--- src/dsr_pkg.sv ---
/*
 package for the converter status register bank: word indices,
 field positions, reset values and the status input carrier.
 assumes byte address = 4 * word index on a 32-bit ahb-lite bus.
*/
package dsr_pkg;
   // word indices; byte address is four times the index
   localparam logic [7:0] IDX_COMMON_TRIG   = 8'h20;
   localparam logic [7:0] IDX_CHAN_TRIG     = 8'h21;
   localparam logic [7:0] IDX_GENERAL_STAT  = 8'h22;
   localparam logic [7:0] IDX_COMPARE_STAT  = 8'h23;
   localparam logic [7:0] IDX_STATUS_CFG    = 8'h30;
   // general status fields
   localparam int GS_OTP_CRC    = 15;
   localparam int GS_USER_CRC   = 14;
   localparam int GS_RSVD_ONE   = 13;
   localparam int GS_BUSY1      = 12;
   localparam int GS_BUSY0      = 11;
   localparam int GS_BUSY2      = 9;
   localparam int GS_STORE_BUSY = 8;
   localparam int GS_PART_LSB   = 2;
   localparam int GS_REV_LSB    = 0;
   // compare status fields and reset values
   localparam int CS_PROTECT    = 8;
   localparam int CS_WINDOW     = 7;
   localparam int CS_SYNC       = 3;
   localparam logic [15:0] CS_RESET    = 16'h000c;
   localparam logic [2:0]  CS_RSVD_LOW = 3'h4;
   localparam logic        CS_SYNC_RST = 1'h1;
   // write fields
   localparam int CT_LATCH_CLR  = 3;
   localparam int TR_RESET_LSB  = 8;
   localparam logic [3:0] TR_RESET_KEY = 4'ha;
   localparam int CFG_WIN_LATCH = 0;

   typedef struct packed {
      logic       otp_crc_fail;
      logic       user_crc_fail;
      logic [2:0] chan_busy;
      logic       store_busy;
      logic       protect_event;
   } dsr_status_in_t;
endpackage : dsr_pkg

--- src/dsr_status_regs.sv ---
/*
 status register bank of a multi-channel converter behind ahb-lite:
 general status, compare status, latch clear and a config word.
 assumes status inputs are on hclk; the two comparator inputs are
 asynchronous and are synchronised here.
*/
// Chosen here: register access over AHB-Lite.
// Function
// - bit15 flags otp crc load failure
// - bit12 shows channel 1 busy
// - bit11 shows channel 0 busy
// - bit9 shows channel 2 busy
// - bit8 shows nonvolatile store busy
// - compare status at 0x23, reset 0x000c, read-only
// - protect flag sets, clears when read
// - bit3 synchronised compare output, resets one
// - general status at 0x22
// - trigger bit3 clears latched compare, self-clears
`timescale 1ns/1ps
module dsr_status_regs #(
   parameter int         ADDR_W  = 10,
   parameter logic [5:0] PART_ID = 6'h15, // arbitrary value
   parameter logic [1:0] REV_ID  = 2'h2   // arbitrary value
) (
   input  wire logic                    hclk,
   input  wire logic                    hresetn,
   input  wire logic                    hsel,
   input  wire logic [ADDR_W-1:0]       haddr,
   input  wire logic [1:0]              htrans,
   input  wire logic                    hwrite,
   input  wire logic [2:0]              hsize,
   input  wire logic [31:0]             hwdata,
   input  wire logic                    hready,
   output logic      [31:0]             hrdata,
   output logic                         hreadyout,
   output logic                         hresp,
   input  wire dsr_pkg::dsr_status_in_t status_in,
   input  wire logic                    window_compare_ch1_raw,
   input  wire logic                    compare_ch1_raw
);
   initial begin
      if (ADDR_W < 10) $error("ADDR_W must be at least 10");
   end

   function automatic logic [7:0] word_idx(input logic [ADDR_W-1:0] a);
      word_idx = a[9:2];
   endfunction : word_idx

   logic       acc_w;
   logic [7:0] idx_w;
   logic       wr_pend_q;
   logic [7:0] wr_idx_q;
   logic       otp_load_crc_error_q;
   logic       user_store_crc_error_q;
   logic       protect_q;
   logic       window_compare_ch1_q;
   logic       compare_sync_ch1_q;
   logic       win_latch_en_q;
   logic       compare_latch_clear_q;
   logic       soft_reset_q;
   logic [2:0] win_sync_q;
   logic [2:0] cmp_sync_q;
   logic       win_clean_q;
   logic [15:0] gen_word_w;
   logic [15:0] cmp_word_w;
   logic       rd_cmp_w;

   assign acc_w    = hsel & htrans[1] & hready;
   assign idx_w    = word_idx(haddr);
   assign rd_cmp_w = acc_w & ~hwrite & (idx_w == dsr_pkg::IDX_COMPARE_STAT);

   // general status image; ids are constants, never written
   always_comb begin
      gen_word_w = 16'h0000;
      gen_word_w[dsr_pkg::GS_OTP_CRC]    = otp_load_crc_error_q;
      gen_word_w[dsr_pkg::GS_USER_CRC]   = user_store_crc_error_q;
      gen_word_w[dsr_pkg::GS_RSVD_ONE]   = 1'b1;
      gen_word_w[dsr_pkg::GS_BUSY1]      = status_in.chan_busy[1];
      gen_word_w[dsr_pkg::GS_BUSY0]      = status_in.chan_busy[0];
      gen_word_w[dsr_pkg::GS_BUSY2]      = status_in.chan_busy[2];
      gen_word_w[dsr_pkg::GS_STORE_BUSY] = status_in.store_busy;
      gen_word_w[dsr_pkg::GS_PART_LSB +: 6] = PART_ID;
      gen_word_w[dsr_pkg::GS_REV_LSB +: 2]  = REV_ID;
   end

   always_comb begin
      cmp_word_w = 16'h0000;
      cmp_word_w[2:0]                  = dsr_pkg::CS_RSVD_LOW;
      cmp_word_w[dsr_pkg::CS_PROTECT]  = protect_q;
      cmp_word_w[dsr_pkg::CS_WINDOW]   = window_compare_ch1_q;
      cmp_word_w[dsr_pkg::CS_SYNC]     = compare_sync_ch1_q;
   end

   // bus slave: zero wait states, read data captured in address phase
   always_ff @(posedge hclk or negedge hresetn) begin
      if (!hresetn) begin
         hreadyout <= 1'b0;
         hresp     <= 1'b0;
      end else begin
         hreadyout <= 1'b1;
         hresp     <= 1'b0;
      end
   end

   always_ff @(posedge hclk or negedge hresetn) begin
      if (!hresetn) begin
         wr_pend_q <= 1'b0;
         wr_idx_q  <= 8'h00;
      end else begin
         wr_pend_q <= acc_w & hwrite;
         wr_idx_q  <= idx_w;
      end
   end

   always_ff @(posedge hclk or negedge hresetn) begin
      if (!hresetn) begin
         hrdata <= 32'h0000_0000;
      end else if (acc_w & ~hwrite) begin
         if (idx_w == dsr_pkg::IDX_GENERAL_STAT) begin
            hrdata <= {16'h0000, gen_word_w};
         end else if (idx_w == dsr_pkg::IDX_COMPARE_STAT) begin
            hrdata <= {16'h0000, cmp_word_w};
         end else if (idx_w == dsr_pkg::IDX_STATUS_CFG) begin
            hrdata <= {31'h0000_0000, win_latch_en_q};
         end else begin
            hrdata <= 32'h0000_0000;
         end
      end
   end

   // software side effects of writes
   always_ff @(posedge hclk or negedge hresetn) begin
      if (!hresetn) begin
         win_latch_en_q <= 1'b0;
      end else if (wr_pend_q && wr_idx_q == dsr_pkg::IDX_STATUS_CFG) begin
         win_latch_en_q <= hwdata[dsr_pkg::CFG_WIN_LATCH];
      end
   end

   always_ff @(posedge hclk or negedge hresetn) begin
      if (!hresetn) begin
         compare_latch_clear_q <= 1'b0;
         soft_reset_q          <= 1'b0;
      end else begin
         // both are one-cycle pulses that drop by themselves
         compare_latch_clear_q <= wr_pend_q
            && wr_idx_q == dsr_pkg::IDX_CHAN_TRIG
            && hwdata[dsr_pkg::CT_LATCH_CLR];
         soft_reset_q <= wr_pend_q
            && wr_idx_q == dsr_pkg::IDX_COMMON_TRIG
            && hwdata[dsr_pkg::TR_RESET_LSB +: 4] == dsr_pkg::TR_RESET_KEY;
      end
   end

   // crc error flags: load failure sets, software reset clears, set wins
   always_ff @(posedge hclk or negedge hresetn) begin
      if (!hresetn) begin
         otp_load_crc_error_q   <= 1'b0;
         user_store_crc_error_q <= 1'b0;
      end else begin
         otp_load_crc_error_q   <= status_in.otp_crc_fail
            | (otp_load_crc_error_q & ~soft_reset_q);
         user_store_crc_error_q <= status_in.user_crc_fail
            | (user_store_crc_error_q & ~soft_reset_q);
      end
   end

   // protect flag: cleared by a read of the compare status, set wins
   always_ff @(posedge hclk or negedge hresetn) begin
      if (!hresetn) begin
         protect_q <= 1'b0;
      end else begin
         protect_q <= status_in.protect_event | (protect_q & ~rd_cmp_w);
      end
   end

   // three-stage synchronisers; value moves once stages 2 and 3 agree
   always_ff @(posedge hclk or negedge hresetn) begin
      if (!hresetn) begin
         win_sync_q  <= 3'h0;
         win_clean_q <= 1'b0;
      end else begin
         win_sync_q <= {win_sync_q[1:0], window_compare_ch1_raw};
         if (win_sync_q[1] == win_sync_q[2]) begin
            win_clean_q <= win_sync_q[2];
         end
      end
   end

   always_ff @(posedge hclk or negedge hresetn) begin
      if (!hresetn) begin
         cmp_sync_q         <= {3{dsr_pkg::CS_SYNC_RST}};
         compare_sync_ch1_q <= dsr_pkg::CS_SYNC_RST;
      end else begin
         cmp_sync_q <= {cmp_sync_q[1:0], compare_ch1_raw};
         if (cmp_sync_q[1] == cmp_sync_q[2]) begin
            compare_sync_ch1_q <= cmp_sync_q[2];
         end
      end
   end

   // window output: held high until cleared when latching, else passed
   always_ff @(posedge hclk or negedge hresetn) begin
      if (!hresetn) begin
         window_compare_ch1_q <= 1'b0;
      end else if (win_latch_en_q) begin
         window_compare_ch1_q <= win_clean_q
            | (window_compare_ch1_q & ~compare_latch_clear_q);
      end else begin
         window_compare_ch1_q <= win_clean_q;
      end
   end
endmodule : dsr_status_regs

--- config.mk ---
export PLATFORM = sky130hd
export DESIGN_NAME = dsr_status_regs
export DESIGN_NICKNAME = d
export VERILOG_FILES = /design/src/dsr_pkg.sv /design/src/dsr_status_regs.sv
export SDC_FILE = /design/constraint.sdc
export NUM_CORES = 1
export LEC_CHECK = 0
export BUFFER_PORTS_ARGS = -buffer_cell sky130_fd_sc_hd__buf_4
export CORE_AREA = 10 10 73 75
export CTS_BUF_LIST = sky130_fd_sc_hd__clkbuf_8
export CTS_CLUSTER_SIZE = 20
export DETAILED_ROUTE_END_ITERATION = 7
export DIE_AREA = 0 0 83 85
export PLACE_DENSITY = 0.8
export SLEW_MARGIN = 15
export SYNTH_ARGS = -nofsm -noshare
export SYNTH_HDL_FRONTEND = slang
export SYNTH_SLANG_ARGS = --single-unit
--- constraint.sdc ---
create_clock -name hclk -period 1.4 [get_ports hclk]
set_input_delay 0.28 -clock hclk [delete_from_list [all_inputs] [get_ports hclk]]
set_output_delay 0.28 -clock hclk [all_outputs]
set_load 0.01 [all_outputs]
==> results list <==
- Wire segments on met3 add up to 245 um in the final route.
* Biggest cell delay along the critical path: 400 ps
- For this run, the top clock speed supported by timing is 749 MHz.
- Final antenna diode count: 0
- Status: finished clean
* Number of placement rows: 23
- VDD sags by at most 495 uV.
- Post-route met1 wirelength: 1.28 mm
- Share of post-route cells with drive strength above 1: 34.7%
* Max-Cap Viols: 0
- The worst register-to-register path begins at wr_idx_q[1]$_DFF_PN0_.
- Commonest cells after routing, fill and taps aside: 45 x buf_4, 32 x dfrtp_1, 20 x conb_1, 19 x nand2_1, 9 x o21ai_0
- In this run the clock root is driven by a clkbuf_8.
* Count of nets left with antenna violations after detail routing: 0
* Yosys warns: 0
- Final Wtd Congestion: 0.736
- Area fraction in compound gates after synthesis: 6.40%
- The kind of cell with the highest combined delay along the critical path is simple AND/OR/NAND/NOR gates.
- The number of pins exceeding their max-slew limit in the final report came to 0.
* Mapped cell area: 1470 um^2
* Total internal power: 1540 uW
- Across all layers, the routed design uses 951 vias.
- Dominant combinational cell family by area after synthesis: simple AND/OR/NAND/NOR gates
- Global-route wire length before repair: 5.08 mm
* Total length of routed wires: 2.97 mm
- Drc violations: 0
* Areal power density over the cells: 1050 nW/um^2
* Yosys cell types: 32
- Post-synthesis share of cell area spent on and, or, nand and nor gates: 16.1%
- Aggregate global-route resource usage: 8.84%
- Initial cell density of the core: 37.5%
* Type of the worst setup path: reg2reg
* Unrepaired setup endpoints after global routing: no
- In this run the power spent charging and discharging nets is 414 uW.
- Type of element launching the critical path: flip-flop
- Port buffering added 43 buffers.
- Share of total power in combinational logic: 8.0%
- The number of global-route vias before repair is 1032.
- Dpl ws: 62.4 ps
- Using the TritonRoute via totals, the vias-per-cell ratio works out to 4.32.
- Measured along the y axis, the die boundary spans 85 um.
- The initial antenna violation count came to 0.
* Arrival time worst endpoint: 1500 ps
- TritonCTS clock tree: done
* DIE WIDTH: 83 um
* Number of buffers created by CTS: 5
- Setup violations remaining at the end of the flow were counted as 0.
- Counting every sink on the clock net gives 36.
- A synthesized cell averages 12.0 um^2.
* Buffers inserted during post-CTS setup optimization: 0
- Combined buffer and inverter count along the critical path: 0
- Hold is met by 109 ps.
* Critical path, cell by cell: or3_4, nor4_4, mux2_4
- Pre-Repair DR Iteration Count: 3
- Once routing completed, OpenROAD measured the worst setup slack at 64.2 ps.
- Final worst-path cycle share: 95.4%
- Worst path required time: 1560 ps
- Final standard cell utilization of the core: 47.6%
- Maximum fanout along the worst path: 2
- The smallest clock period supported by the final layout is computed as 1340 ps.
- The total overflow left after global routing is 0.
- Proportion of synthesized area in mux cells: 1.45%
- Clock edge transition at the registers on the reported setup and hold paths: 60 ps
* Highest metal layer used by the detailed router: met4
* I/O pins: 95
- After floorplanning, the core was sized to cover 3910 um^2.
* Post-synthesis adder-cell area fraction: 1.37%
- Routed wl met2: 1.41 mm
* Initial detailed-routing violation count: 43
- Area growth from synthesis to layout: 27.1%
- Net switching is 21.2% of the power.
- Total negative slack: 0 ps
- Min-Delay Path Class: in2reg
* Leading cell type in the layout, fill and taps excluded: buf_4
* Slowest cell on the critical path: or3_4
- Share of the synthesized netlist area taken by xor and xnor gates: 0%
- CTS built an H-tree with a depth of 2.
- Start point of the worst min-delay path: compare_ch1_raw
- Nets: 230
- The clock network is responsible for 36.0% of the overall power.
- The analysis attributes to cell leakage a power of 0.000900 uW.
* CTS max path bufs: 2
- The cell count after synthesis came out at 122.
- Maximum number of pins on one net before global-route repair: 37
* Part of the power in registers: 56.0%
- In the final routed layout, each cell accounts on average for 13.5 um.
- The clock reaches the later pin of the worst-skew pair after 280 ps.
* Setup skew after layout: 5.91 ps
- CP startpoint: wr_idx_q[1]$_DFF_PN0_
* Element type at the critical path end: flip-flop
- Detail Placement HPWL: 2.44 mm
* Die outline area: 7060 um^2
- Flop and latch count out of synthesis: 36
- The number of failing hold endpoints at the final stage is 0.
- Of the synthesized area, sequential elements account for 61.8%.
==> per-layer routing <==
layer | up-vias | track usage (%)
li1 | 463 | -
met1 | 445 | 10.5
met3 | 6 | 4.49
met5 | - | 0
met2 | 37 | 13.0
met4 | 0 | 4.18
==> through the flow <==
step                      area, um^2  cells  power (uW)
after floorplan                 1530    140        1200
after global placement          1760    211        1260
after detailed placement        1760    211        1270
after CTS                       1860    220        1990
after global routing            1860    220        2060
final                           1860    220        1950
==> area by class of cell <==
type / instances / area [um^2]
Multi-Input combinational cell: 78 / 450
Clock inverter: 2 / 7.51
Inverter: 2 / 7.51
Sequential cell: 36 / 906
Timing Repair Buffer: 46 / 348
Fill cell: 391 / 2050
Clock buffer: 6 / 82.6
Tap cell: 50 / 62.6
==> cells in the mapped netlist <==
cell       number  area, um^2
o21bai_1        1        7.51
buf_4          22         165
nand2_1        19        71.3
mux2_1          1        11.3
clkbuf_1        1        3.75
and3_1          2        12.5
and4_1          1        8.76
nor4_4          1        21.3
conb_1          2        7.51
a41o_1          1        10.0
mux2i_1         1        10.0
nand4b_1        3        26.3
o21ai_0         9        45.0
nor3b_1         1        7.51
nor3_1          2        10.0
and4b_1         1        10.0
nand2b_1        1        6.26
nor2_1          2        7.51
a21o_1          2        15.0
buf_2           1        5.00
nor4b_1         1        8.76
nand3_1         1        5.00
o31ai_1         1        7.51
o22a_1          1        8.76
or3_4           1        11.3
dfrtp_1        32         801
nand4bb_1       1        11.3
maj3_1          2        20.0
and4bb_2        1        12.5
inv_1           2        7.51
dfstp_2         4         105
and2_1          1        6.26
==> worst reg2reg max path: cells and delay by family, from the launching register on <==
family / cells / cell delay, ps
multiplexers: 1 / 320
AND/OR/NAND/NOR: 2 / 550
flip-flops: 1 / 360
==> logic make-up after synthesis <==
group           after synthesis
mux                           2
compound gates               15
fa+ha+maj                     2
other cells                   2
flops                        36
simple gates                 39
buf+inv                      26
==> sequential cells by signal, summed over array words and instances (netlist names) <==
name,count
wr_idx_q,8
hrdata,11
win_sync_q,3
soft_reset_q,1
otp_load_crc_error_q,1
user_store_crc_error_q,1
win_clean_q,1
cmp_sync_q,3
hreadyout,1
protect_q,1
window_compare_ch1_q,1
compare_sync_ch1_q,1
win_latch_en_q,1
wr_pend_q,1
compare_latch_clear_q,1
==> path summary, 6_finish.rpt <==
check / endpoint / slack (ps) / cells after the start
min in group asynchronous: wr_idx_q[6]$_DFF_PN0_ / 490 / 2
worst max register to register: win_latch_en_q$_DFFE_PN0P_ / 60 / 3
worst min-delay path: cmp_sync_q[0]$_DFF_PN1_ / 110 / 1
max in group asynchronous: cmp_sync_q[1]$_DFF_PN1_ / 570 / 2
worst min register to register: win_sync_q[1]$_DFF_PN0_ / 350 / 0
worst max-delay path: win_latch_en_q$_DFFE_PN0P_ / 60 / 3
==> power by group through the flow <==
stage,registers (uW),clock network [uW],logic [uW]
detailed placement,1110,0,155
global route,1100,790,177
finish,1090,704,156
CTS,1090,738,157
global placement,1110,0,153
floorplan,1110,0,92.9
==> timing repair <==
item,4_1_cts,5_1_grt
hold endpoints to repair,32,0
gates resized for setup,0,1
endpoints found under the setup margin,0,1
hold buffers,1,0
No activity file was read; power rests on OpenSTA's default activity.
